File: config.mk
export PLATFORM = sky130hd
export DESIGN_NAME = tmr_waveform_gen
export DESIGN_NICKNAME = d
export VERILOG_FILES = /design/src/tmr_pkg.sv /design/src/tmr_waveform_gen.sv
export SDC_FILE = /design/constraint.sdc
export NUM_CORES = 1
export LEC_CHECK = 0
export BUFFER_PORTS_ARGS = -buffer_cell sky130_fd_sc_hd__buf_2
export CORE_MARGIN = 4
export CORE_UTILIZATION = 50
export CTS_BUF_LIST = sky130_fd_sc_hd__clkbuf_2 sky130_fd_sc_hd__clkbuf_4 sky130_fd_sc_hd__clkbuf_8
export DETAILED_ROUTE_END_ITERATION = 16
export PLACE_DENSITY_LB_ADDON = 0.2
export SYNTH_ARGS = -nofsm -noshare
export SYNTH_HDL_FRONTEND = slang
export SYNTH_SLANG_ARGS = --single-unit
File: constraint.sdc
create_clock -name clk -period 6 [get_ports clk]
set_input_delay 1.8 -clock clk [delete_from_list [all_inputs] [get_ports clk]]
set_output_delay 1.8 -clock clk [all_outputs]
set_load 0.05 [all_outputs]
File: src/tmr_pkg.sv
// ****************************************************************
// Timer package
// ****************************************************************
package tmr_pkg;
    // Register byte offsets
    localparam logic [7:0] OFF_CTRL    = 8'h00; // Control
    localparam logic [7:0] OFF_COUNT   = 8'h04; // Timer count
    localparam logic [7:0] OFF_COMPARE = 8'h08; // Compare value
    localparam logic [7:0] OFF_FLAGS   = 8'h0C; // Flags
    localparam logic [7:0] OFF_PIN     = 8'h10; // Pin control
    // Control field positions
    localparam int CTRL_CS_LSB   = 0;  // Clock select, 3 bits
    localparam int CTRL_WGM_LSB  = 3;  // Waveform mode, 2 bits
    localparam int CTRL_COM_LSB  = 5;  // Compare output mode, 2 bits
    localparam int CTRL_FORCE    = 7;  // Force compare strobe
    // Flag positions
    localparam int FLAG_OVF      = 0;  // Overflow flag
    localparam int FLAG_CMP      = 1;  // Compare match flag
    // Pin control positions
    localparam int PIN_DIR       = 0;  // Compare pin direction bit
    localparam int PIN_PORT      = 1;  // Port data bit
    localparam int PIN_STATE     = 2;  // Output state, read only
    // Reset values and counter extremes
    localparam logic [7:0] RST_BYTE = 8'h00;
    localparam logic [7:0] CNT_MAX  = 8'hFF;
    localparam logic [7:0] CNT_BOT  = 8'h00;
    // Waveform modes
    localparam logic [1:0] WGM_NORMAL = 2'h0;
    localparam logic [1:0] WGM_PHASE  = 2'h1;
    localparam logic [1:0] WGM_CLEAR  = 2'h2;
    localparam logic [1:0] WGM_FAST   = 2'h3;
    // Compare output modes
    localparam logic [1:0] COM_OFF    = 2'h0;
    localparam logic [1:0] COM_TOGGLE = 2'h1;
    localparam logic [1:0] COM_CLEAR  = 2'h2;
    localparam logic [1:0] COM_SET    = 2'h3;
endpackage

File: src/tmr_waveform_gen.sv
`timescale 1ns/1ns
`default_nettype none
module tmr_waveform_gen
(
    input  wire logic        clk,        // System clock, 20 MHz
    input  wire logic        rst_n,      // Synchronous reset
    input  wire logic        timer_tick, // Tick enable from prescaler
    input  wire logic        psel,       // APB select
    input  wire logic        penable,    // APB enable
    input  wire logic        pwrite,     // APB direction
    input  wire logic [7:0]  paddr,      // APB byte address
    input  wire logic [31:0] pwdata,     // APB write data
    output logic      [31:0] prdata,     // APB read data
    output logic             pready,     // APB ready
    output logic             pslverr,    // APB error
    output logic             pin_out,    // Pin output value
    output logic             pin_oe      // Pin output enable
);
    // ************************************************************
    // Register state
    // ************************************************************
    logic [2:0] clock_select_q;         // Zero stops the counter
    logic [1:0] waveform_mode_q;        // Counting sequence
    logic [1:0] compare_output_mode_q;  // Output action
    logic [7:0] timer_count_q;          // Counter
    logic [7:0] compare_buf_q;          // Software-written compare
    logic [7:0] compare_value_q;        // Active compare
    logic       overflow_flag_q;        // Sticky overflow
    logic       compare_match_flag_q;   // Sticky match
    logic       match_pend_q;           // Match seen, flag next tick
    logic       block_q;                // Block match next tick
    logic       compare_output_state_q; // Internal output state
    logic       dir_q;                  // Pin direction bit
    logic       port_q;                 // Port data bit
    logic [31:0] prdata_q;              // Registered read data

    // ************************************************************
    // Bus decode
    // ************************************************************
    logic access;      // Access phase
    logic wr;          // Write accepted this cycle
    logic hit;         // Mapped address
    logic wr_ctrl;     // Control write
    logic wr_count;    // Count write
    logic wr_cmp;      // Compare write
    logic wr_flags;    // Flags write
    logic wr_pin;      // Pin control write
    logic force_cmp;   // Force strobe accepted
    logic run_tick;    // Counter advances this cycle
    logic is_pwm;      // Buffered compare modes
    logic raw_match;   // Comparator equality
    logic match;       // Match after blocking
    logic at_max;      // Counter at maximum
    logic wrap;        // Counter passes max to zero this tick

    assign access    = psel && penable;
    assign wr        = access && pwrite;
    assign hit       = (paddr == tmr_pkg::OFF_CTRL)
                    || (paddr == tmr_pkg::OFF_COUNT)
                    || (paddr == tmr_pkg::OFF_COMPARE)
                    || (paddr == tmr_pkg::OFF_FLAGS)
                    || (paddr == tmr_pkg::OFF_PIN);
    assign wr_ctrl   = wr && (paddr == tmr_pkg::OFF_CTRL);
    assign wr_count  = wr && (paddr == tmr_pkg::OFF_COUNT);
    assign wr_cmp    = wr && (paddr == tmr_pkg::OFF_COMPARE);
    assign wr_flags  = wr && (paddr == tmr_pkg::OFF_FLAGS);
    assign wr_pin    = wr && (paddr == tmr_pkg::OFF_PIN);
    // Zero-wait slave, error on unmapped addresses
    assign pready    = 1'b1;
    assign pslverr   = access && !hit;
    assign prdata    = prdata_q;

    // ************************************************************
    // Compare and tick qualification
    // ************************************************************
    // Phase-correct is out of scope but buffered like a PWM mode
    assign is_pwm    = waveform_mode_q[0];
    // Tick only moves the counter with a clock source selected
    assign run_tick  = timer_tick && (clock_select_q != 3'h0);
    assign raw_match = (timer_count_q == compare_value_q);
    // Matches are judged on ticks; a count write blanks one tick
    assign match     = run_tick && raw_match && !block_q;
    assign at_max    = (timer_count_q == tmr_pkg::CNT_MAX);
    assign wrap      = run_tick && at_max && !wr_count;
    // Force only in non-PWM modes, using the output mode written with it
    assign force_cmp = wr_ctrl && pwdata[tmr_pkg::CTRL_FORCE]
                    && !pwdata[tmr_pkg::CTRL_WGM_LSB];

    // Applies an output mode action to the output state
    function automatic logic apply_action
    (
        input logic [1:0] com,
        input logic       cur
    );
        logic r;
        r = cur;
        unique case (com)
            tmr_pkg::COM_OFF:    r = cur;  // No action
            tmr_pkg::COM_TOGGLE: r = !cur; // Toggle
            tmr_pkg::COM_CLEAR:  r = 1'b0; // Clear
            tmr_pkg::COM_SET:    r = 1'b1; // Set
        endcase
        return r;
    endfunction

    // ************************************************************
    // Control registers
    // ************************************************************
    // Output mode is never buffered: it acts on the next match
    always_ff @(posedge clk)
    begin
        if (!rst_n)
        begin
            clock_select_q        <= 3'h0;
            waveform_mode_q       <= 2'h0;
            compare_output_mode_q <= 2'h0;
        end
        else if (wr_ctrl)
        begin
            clock_select_q        <= pwdata[tmr_pkg::CTRL_CS_LSB +: 3];
            waveform_mode_q       <= pwdata[tmr_pkg::CTRL_WGM_LSB +: 2];
            compare_output_mode_q <= pwdata[tmr_pkg::CTRL_COM_LSB +: 2];
        end
    end

    // Pin direction and port data
    always_ff @(posedge clk)
    begin
        if (!rst_n)
        begin
            dir_q  <= 1'b0;
            port_q <= 1'b0;
        end
        else if (wr_pin)
        begin
            dir_q  <= pwdata[tmr_pkg::PIN_DIR];
            port_q <= pwdata[tmr_pkg::PIN_PORT];
        end
    end

    // ************************************************************
    // Counter
    // ************************************************************
    // Sequence depends only on the waveform mode and the compare value
    always_ff @(posedge clk)
    begin
        if (!rst_n)
            timer_count_q <= tmr_pkg::RST_BYTE;
        else if (wr_count)
            // Software write beats any clear or count
            timer_count_q <= pwdata[7:0];
        else if (run_tick)
        begin
            if (waveform_mode_q == tmr_pkg::WGM_CLEAR && match)
                timer_count_q <= tmr_pkg::CNT_BOT;
            else
                // Wraps past max in all four modes
                timer_count_q <= timer_count_q + 8'h01;
        end
    end

    // One-tick match blanking after a count write, even when stopped
    always_ff @(posedge clk)
    begin
        if (!rst_n)
            block_q <= 1'b0;
        else if (wr_count)
            block_q <= 1'b1;
        else if (run_tick)
            block_q <= 1'b0;
    end

    // ************************************************************
    // Compare value and its buffer
    // ************************************************************
    always_ff @(posedge clk)
    begin
        if (!rst_n)
            compare_buf_q <= tmr_pkg::RST_BYTE;
        else if (wr_cmp)
            compare_buf_q <= pwdata[7:0];
    end

    // Direct in non-PWM modes; reloaded at the wrap in PWM modes,
    // which keeps pulses whole at the cost of a period of latency
    always_ff @(posedge clk)
    begin
        if (!rst_n)
            compare_value_q <= tmr_pkg::RST_BYTE;
        else if (!is_pwm && wr_cmp)
            compare_value_q <= pwdata[7:0];
        else if (is_pwm && wrap)
            compare_value_q <= compare_buf_q;
    end

    // ************************************************************
    // Flags
    // ************************************************************
    // Overflow: max to zero in modes 0 and 2, at max in fast PWM
    logic ovf_set;
    assign ovf_set = (waveform_mode_q == tmr_pkg::WGM_FAST)
        ? (run_tick && (timer_count_q == 8'hFE) && !wr_count)
        : (wrap && !waveform_mode_q[0]);

    // Set wins over a same-cycle software clear
    always_ff @(posedge clk)
    begin
        if (!rst_n)
            overflow_flag_q <= 1'b0;
        else if (ovf_set)
            overflow_flag_q <= 1'b1;
        else if (wr_flags && pwdata[tmr_pkg::FLAG_OVF])
            overflow_flag_q <= 1'b0;
    end

    // Match is remembered, flag rises on the following tick
    always_ff @(posedge clk)
    begin
        if (!rst_n)
            match_pend_q <= 1'b0;
        else if (run_tick)
            match_pend_q <= match;
    end

    // Force never reaches this flag
    always_ff @(posedge clk)
    begin
        if (!rst_n)
            compare_match_flag_q <= 1'b0;
        else if (run_tick && match_pend_q)
            compare_match_flag_q <= 1'b1;
        else if (wr_flags && pwdata[tmr_pkg::FLAG_CMP])
            compare_match_flag_q <= 1'b0;
    end

    // ************************************************************
    // Waveform generator
    // ************************************************************
    // Not touched by mode writes; only matches, wraps and force move it
    always_ff @(posedge clk)
    begin
        if (!rst_n)
            compare_output_state_q <= 1'b0;
        else if (force_cmp)
            compare_output_state_q <= apply_action(
                pwdata[tmr_pkg::CTRL_COM_LSB +: 2],
                compare_output_state_q);
        else if (waveform_mode_q == tmr_pkg::WGM_FAST)
        begin
            // Match wins at max so compare at max gives a flat level
            if (match && compare_output_mode_q[1])
                compare_output_state_q <= compare_output_mode_q[0];
            else if (match && compare_output_mode_q == tmr_pkg::COM_TOGGLE)
                compare_output_state_q <= !compare_output_state_q;
            else if (wrap && compare_output_mode_q[1])
                compare_output_state_q <= !compare_output_mode_q[0];
        end
        else if (match && !waveform_mode_q[0])
            // Mode zero keeps the state unchanged
            compare_output_state_q <= apply_action(
                compare_output_mode_q,
                compare_output_state_q);
    end

    // Pin source switches whenever any output mode bit is set
    always_ff @(posedge clk)
    begin
        if (!rst_n)
        begin
            pin_out <= 1'b0;
            pin_oe  <= 1'b0;
        end
        else
        begin
            pin_out <= (compare_output_mode_q != tmr_pkg::COM_OFF)
                     ? compare_output_state_q : port_q;
            pin_oe  <= dir_q;
        end
    end

    // ************************************************************
    // Read data
    // ************************************************************
    // Captured in setup so it stands through the access phase
    always_ff @(posedge clk)
    begin
        if (!rst_n)
            prdata_q <= 32'h0000_0000;
        else if (psel && !penable)
        begin
            unique case (paddr)
                tmr_pkg::OFF_CTRL:    prdata_q <= {24'h000000, 1'b0,
                    compare_output_mode_q, waveform_mode_q,
                    clock_select_q};
                tmr_pkg::OFF_COUNT:   prdata_q <= {24'h000000, timer_count_q};
                tmr_pkg::OFF_COMPARE: prdata_q <= {24'h000000, compare_buf_q};
                tmr_pkg::OFF_FLAGS:   prdata_q <= {30'h00000000,
                    compare_match_flag_q, overflow_flag_q};
                tmr_pkg::OFF_PIN:     prdata_q <= {29'h00000000,
                    compare_output_state_q, port_q, dir_q};
                default:              prdata_q <= 32'h0000_0000;
            endcase
        end
    end

    // ************************************************************
    // Checks
    // ************************************************************
    // Helper: a count write not yet followed by a tick
    logic chk_wr_q;
    // Helper: the last tick carried a match
    logic chk_hit_q;

    // Kept apart from the blanking flop so a broken blank still shows
    always_ff @(posedge clk)
    begin
        if (!rst_n)
            chk_wr_q <= 1'b0;
        else if (wr_count)
            chk_wr_q <= 1'b1;
        else if (run_tick)
            chk_wr_q <= 1'b0;
    end

    // Remembers a match until the next tick, however far away
    always_ff @(posedge clk)
    begin
        if (!rst_n)
            chk_hit_q <= 1'b0;
        else if (run_tick)
            chk_hit_q <= match;
    end
endmodule
`default_nettype wire
==> results of run 1 <==
[routing by layer]
metal  track usage [%]  share of wire [%]  vias up  wire [µm]
met5                 0                  0        -          0
met4              4.98               0.39        0         25
met3              3.69                7.9        2        507
met2              30.4                 45       80       2880
met1              28.8                 47     1082       3010
li1                  -                  -     1109          -
[cell usage in the layout, fill, tap and decap left out, types with 3 or more instances in the layout]
cell type   n
nor3_1      5
nand2b_1    3
o21ai_0     6
nor2b_1    24
nand2_1    23
nand3_1     6
a32o_1      3
nor2_1     12
a21oi_1    11
and3_1      6
a22oi_1    13
xnor2_1     7
buf_2      32
clkbuf_8    6
dfxtp_1    48
a21boi_0    6
a31oi_1     5
a21boi_1    4
nand4_1     5
inv_1       4
o211ai_1    3
a21o_1      5
mux2i_1    20
xor2_1      7
conb_1     25
[area by class of cell]
| type | instances | area share, % |
|---|---|---|
| clock buffers | 6 | 2.79 |
| clock inverters | 2 | 0.338 |
| inverters | 4 | 0.507 |
| multi-input cells | 241 | 55.0 |
| flip-flops and latches | 48 | 32.5 |
| well taps | 70 | 2.96 |
| repair buffers | 34 | 5.92 |
[state kept, by name, summed over array words and instances, names as in the netlist]
signal	cells
clock_select_q	3
overflow_flag_q	1
compare_value_q	8
waveform_mode_q	2
compare_match_flag_q	1
compare_output_mode_q	2
pin_oe	1
match_pend_q	1
prdata	8
block_q	1
compare_output_state_q	1
compare_buf_q	8
pin_out	1
timer_count_q	8
dir_q	1
port_q	1
[through the flow]
step / total power, mW / instance area, µm² / utilization, %
4_1_cts: 0.591 / 2960 / 56.5
3_3_place_gp: 0.393 / 2870 / 54.8
6_report: 0.587 / 2960 / 56.5
2_1_floorplan: 0.389 / 2860 / -
5_1_grt: 0.609 / 2960 / 56.5
3_5_place_dp: 0.393 / 2870 / 54.8
[path summary, 6_finish.rpt]
check / slack, ns / depth (start not counted) / end / startpoint
max reg2reg: 3.77 / 6 / timer_count_q[1]$_SDFFE_PN0P_ / timer_count_q[6]$_SDFFE_PN0P_
min reg2reg: 0.45 / 2 / prdata[3]$_SDFFE_PN0P_ / prdata[3]$_SDFFE_PN0P_
min: 0.45 / 2 / prdata[3]$_SDFFE_PN0P_ / prdata[3]$_SDFFE_PN0P_
max: 0.73 / 6 / pslverr / paddr[6]
[cell families after synthesis]
| group | count (synthesis) |
|---|---|
| xor+xnor | 14 |
| flops | 48 |
| buf+inv | 44 |
| simple gates | 110 |
| mux | 22 |
| compound gates | 68 |
| fa+ha+maj | 2 |
| other cells | 2 |
[critical path: cells and delay by family]
family	cells	cell delay [ns]
compound gates	1	0.24
buf+inv	2	0.29
simple gates	3	1.14
[Yosys cell counts (5+ instances only)]
library cell / count / area share [%]
buf_4: 26 / 7.0
xor2_1: 7 / 2.2
a21boi_0: 6 / 1.6
clkbuf_1: 8 / 1.1
o21ai_0: 6 / 1.1
nand3_1: 6 / 1.1
and3_1: 6 / 1.4
mux2i_1: 20 / 7.2
a21oi_1: 11 / 2.0
nor3_1: 5 / 0.90
a21o_1: 5 / 1.4
nor2_1: 12 / 1.6
a22oi_1: 13 / 3.5
dfxtp_1: 48 / 35
nand4_1: 5 / 1.1
nand2_1: 23 / 3.1
a31oi_1: 5 / 1.1
xnor2_1: 7 / 2.2
nor2b_1: 24 / 5.4
[power by group through the flow]
stage	logic (mW)	clock network (mW)	registers, mW
floorplan	0.0635	0	0.326
global placement	0.0671	0	0.326
detailed placement	0.0673	0	0.326
CTS	0.0673	0.205	0.318
global route	0.0721	0.219	0.319
finish	0.0678	0.201	0.318
==> results.yml, run 1 <==
timing:
  finalHoldViolations: 0
  fmax_ghz: 0.190
  worst_slew_pin_slew_ns: 0.816
  relSlewSlack_pct: 45.2
  setup_ws_ns: 0.725
  grt_setup_unrepaired: "false"
  skew_ns: 0.00833
  finalCritPeriodShare_pct: 87.9
  period_needed_ns: 5.27
  setup_violations: 0
  hold_ws_ns: 0.454
  finalMaxSlewViolations: 0
  final.setup.tns_ns: 0
power_and_ir_drop:
  cellInternalPower_mw: 0.423
  switching_share_pct: 27.9
  seqPwrFrac_pct: 54.3
  p_leak_nw: 1.08
  p_sw_mw: 0.164
  ir_drop_v: 0.000109
  power.density_nw_per_um2: 198
  combPwrFrac_pct: 11.5
  clkPwrFrac_pct: 34.2
setup_path:
  cp_cell_sequence: "buf_2 > or4_4 > or2_0 > a21o_1 > and3_1 > buf_2"
  slowest_delay_ns: 0.58
  critPathSlowestCell: "or4_4"
  cp-end-kind: "primary output"
  crit_path_frequent_cell: "buf_2"
  critPathKind: "in2out"
  cp.required_ns: 4.20
  critPathLaunchType: "input port"
  cp.arrival_ns: 3.47
  cp_max_fo: 8
finish:
  final_cells: 405
  multi_input_area_um2: 1630
  nFillCells: 508
  area_growth_pct: 6.77
  fin_nets: 382
  antennaDiodeCount: 0
  drive_above_1_share_pct: 16.4
  regArea_um2: 961
floorplan:
  core_area_um2: 5240
  start_util_pct: 52.9
  die_x_um: 82.5
  pin_count: 82
  fp.dieH_um: 82.5
  core.rowCount: 26
  design.die.area_um2: 6800
cts:
  cts_hold_repair.buffers: 0
  clock_path_buffers: 2
  postCtsSetupRepairBufs: 0
  path_clk_slew_ns: 0.09
  htree_levels: 2
  cts_sinks: 48
  cts_resized: 0
  cts_buffers: 5
  clk_latency_ns: 0.30
  cts_root_buf: "clkbuf_8"
  cts_tree: "yes"
placement:
  gp_congestion: 0.873
  portBuffers: 32
  place_inst: 397
  dpl_worst_slack_ns: 0.711
  hpwl_um: 4670
synthesis:
  synth_warnings: 0
  seq_area_frac_synth_pct: 34.7
  synth_cells: 310
  synth_mux_area_share_pct: 8.84
  synth_top_family_by_area: "simple AND/OR/NAND/NOR gates"
  synth.cell_area_um2: 2770
  yosys.area_share.simple_pct: 23.6
  synth_fa_ha_area_share_pct: 0.903
  synthFlopType: "dfxtp_1"
  synth-edff-count: 0
  synth-async-reset-ratio_pct: 0
  synth_compound_area_share_pct: 17.4
  ys_ff_latch: 48
  synth-xor-area-share_pct: 4.42
  syn_avg_cell_area_um2: 8.94
  synth.distinct_cells: 59
detailed_routing:
  wl_um: 6420
  drtAntennaViolNets: 0
  via_per_inst: 5.61
  avgRoutedWirePerCell_um: 15.9
  dr.pass1.iters: 4
  vias: 2273
  drt_first_iter_violations: 177
  drc_errors: 0
global_routing:
  grt_max_degree: 44
  grt_first_pass_wirelength_um: 10200
  grt_overflow_total: 0
  antenna_found_initial: 0
  first_global_vias: 1957
  grt_usage_pct: 19.9
outcome:
  status: "complete, no violations"
run:
  drv_cap: 0
hold_path:
  hold_path_class: "reg2reg"
(Power assumes the default switching activity.)
==> run 2: changes to the inputs <==
Settings changed: CORE_MARGIN 4 to 3.
==> results.yml, run 2 (same netlist as run 1, synthesis figures left out) <==
cts:
  cts_resized: 0
  postCtsSetupRepairBufs: 0
  htree_levels: 2
  path_clk_slew_ns: 0.09
  clk_latency_ns: 0.30
  clock_path_buffers: 2
  cts_buffers: 5
  cts_root_buf: "clkbuf_8"
  cts_tree: "yes"
  cts_hold_repair.buffers: 0
  cts_sinks: 48
detailed_routing:
  drt_first_iter_violations: 169
  avgRoutedWirePerCell_um: 16.0
  dr.pass1.iters: 4
  drtAntennaViolNets: 0
  drc_errors: 0
  wl_um: 6450
  vias: 2249
  via_per_inst: 5.57
hold_path:
  hold_path_class: "reg2reg"
  hp-start: "prdata[6]$_SDFFE_PN0P_"
  hold_end: "prdata[6]$_SDFFE_PN0P_"
  hold_depth: 2
finish:
  layout_commonest_cell: "dfxtp_1"
  antennaDiodeCount: 0
  fin_nets: 382
  area_growth_pct: 6.36
  nFillCells: 510
  utilization_pct: 56.3
  design_area_um2: 2950
  drive_above_1_share_pct: 16.2
  layout_common_cells: "48 x dfxtp_1, 32 x buf_2, 25 x conb_1, 24 x nor2b_1, 23 x nand2_1"
timing:
  skew_ns: 0.00862
  period_needed_ns: 5.29
  final.setup.tns_ns: 0
  finalHoldViolations: 0
  grt_setup_unrepaired: "false"
  setup_violations: 0
  finalCritPeriodShare_pct: 88.1
  fmax_ghz: 0.189
  relSlewSlack_pct: 45.1
  finalMaxSlewViolations: 0
  worst_slew_pin_slew_ns: 0.817
floorplan:
  die_x_um: 80.5
  core.rowCount: 26
  pin_count: 82
  fp.dieH_um: 80.5
  design.die.area_um2: 6470
  start_util_pct: 52.9
  core_area_um2: 5240
power_and_ir_drop:
  seqPwrFrac_pct: 55.4
  p_leak_nw: 1.07
  clkPwrFrac_pct: 32.9
  power.density_nw_per_um2: 195
  ir_drop_v: 0.0000965
  p_sw_mw: 0.161
  switching_share_pct: 27.9
  cellInternalPower_mw: 0.415
  combPwrFrac_pct: 11.7
global_routing:
  grt_overflow_total: 0
  grt_first_pass_wirelength_um: 10500
  grt_usage_pct: 21.2
  antenna_found_initial: 0
  first_global_vias: 2029
  grt_max_degree: 44
outcome:
  status: "complete, no violations"
setup_path:
  r2r_cells: 6
  cp-end-kind: "primary output"
  r2r-start: "timer_count_q[6]$_SDFFE_PN0P_"
  critPathKind: "in2out"
  regToRegEndpoint: "timer_count_q[1]$_SDFFE_PN0P_"
  cp.required_ns: 4.20
  cp_max_fo: 8
  critPathLaunchType: "input port"
  cp.arrival_ns: 3.49
  worst-r2r-setup-slack_ns: 3.77
placement:
  gp_congestion: 0.872
  hpwl_um: 4660
  portBuffers: 32
  placed_area_um2: 2870
run:
  drv_cap: 0
## run 2: cell count changes in the layout (fill, tap and decap cells not counted)
cell / change
clkinv_2: -1
clkbuf_8: -1
clkbuf_4: +1
## run 2: worst max-delay path: stages
cell	delay (ns)
buf_2	0.09
or4_4	0.58
or2_0	0.40
a21o_1	0.24
and3_1	0.17
buf_2	0.20
## run 2: layer usage
layer	GRT usage [%]	vias to the layer above	part of all wire [%]
met5	0	-	0
met4	7.09	0	1.6
met3	3.92	8	9.3
met2	32.4	95	43
met1	30.0	1036	46
li1	-	1110	-
## run 2: metrics by stage
step | setup slack, ns | cells | hold slack (ns) | power (mW)
3_5_place_dp | 0.723 | 397 | 0.443 | 0.393
6_report | 0.714 | 404 | 0.454 | 0.575
5_1_grt | 0.667 | 404 | 0.475 | 0.602
3_3_place_gp | 0.720 | 397 | 0.439 | 0.393
4_1_cts | 0.718 | 404 | 0.456 | 0.580
2_1_floorplan | 0.978 | 333 | 0.437 | 0.389
## run 2: area by class of cell
class / instances / area, µm² / area share (%)
inverters: 4 / 15.0 / 0.509
clock buffers: 6 / 76.3 / 2.59
repair buffers: 34 / 175 / 5.94
clock inverters: 1 / 5.00 / 0.170
multi-input cells: 241 / 1630 / 55.2
well taps: 70 / 87.6 / 2.97
flip-flops and latches: 48 / 961 / 32.6
## run 2: worst max-delay path by stage
stage,from,end,cells after the start
after detailed placement,paddr[6],pslverr,6
after CTS,paddr[6],pslverr,6
final,paddr[6],pslverr,6
after floorplan,paddr[6],pslverr,5
after global placement,paddr[6],pslverr,6
after global routing,paddr[6],pslverr,6
## run 2: power by group through the flow
| stage | sequential (mW) | clock, mW | combinational, mW |
|---|---|---|---|
| CTS | 0.318 | 0.194 | 0.0673 |
| floorplan | 0.326 | 0 | 0.0635 |
| global route | 0.319 | 0.212 | 0.0717 |
| detailed placement | 0.326 | 0 | 0.0671 |
| global placement | 0.326 | 0 | 0.0670 |
| finish | 0.318 | 0.189 | 0.0675 |
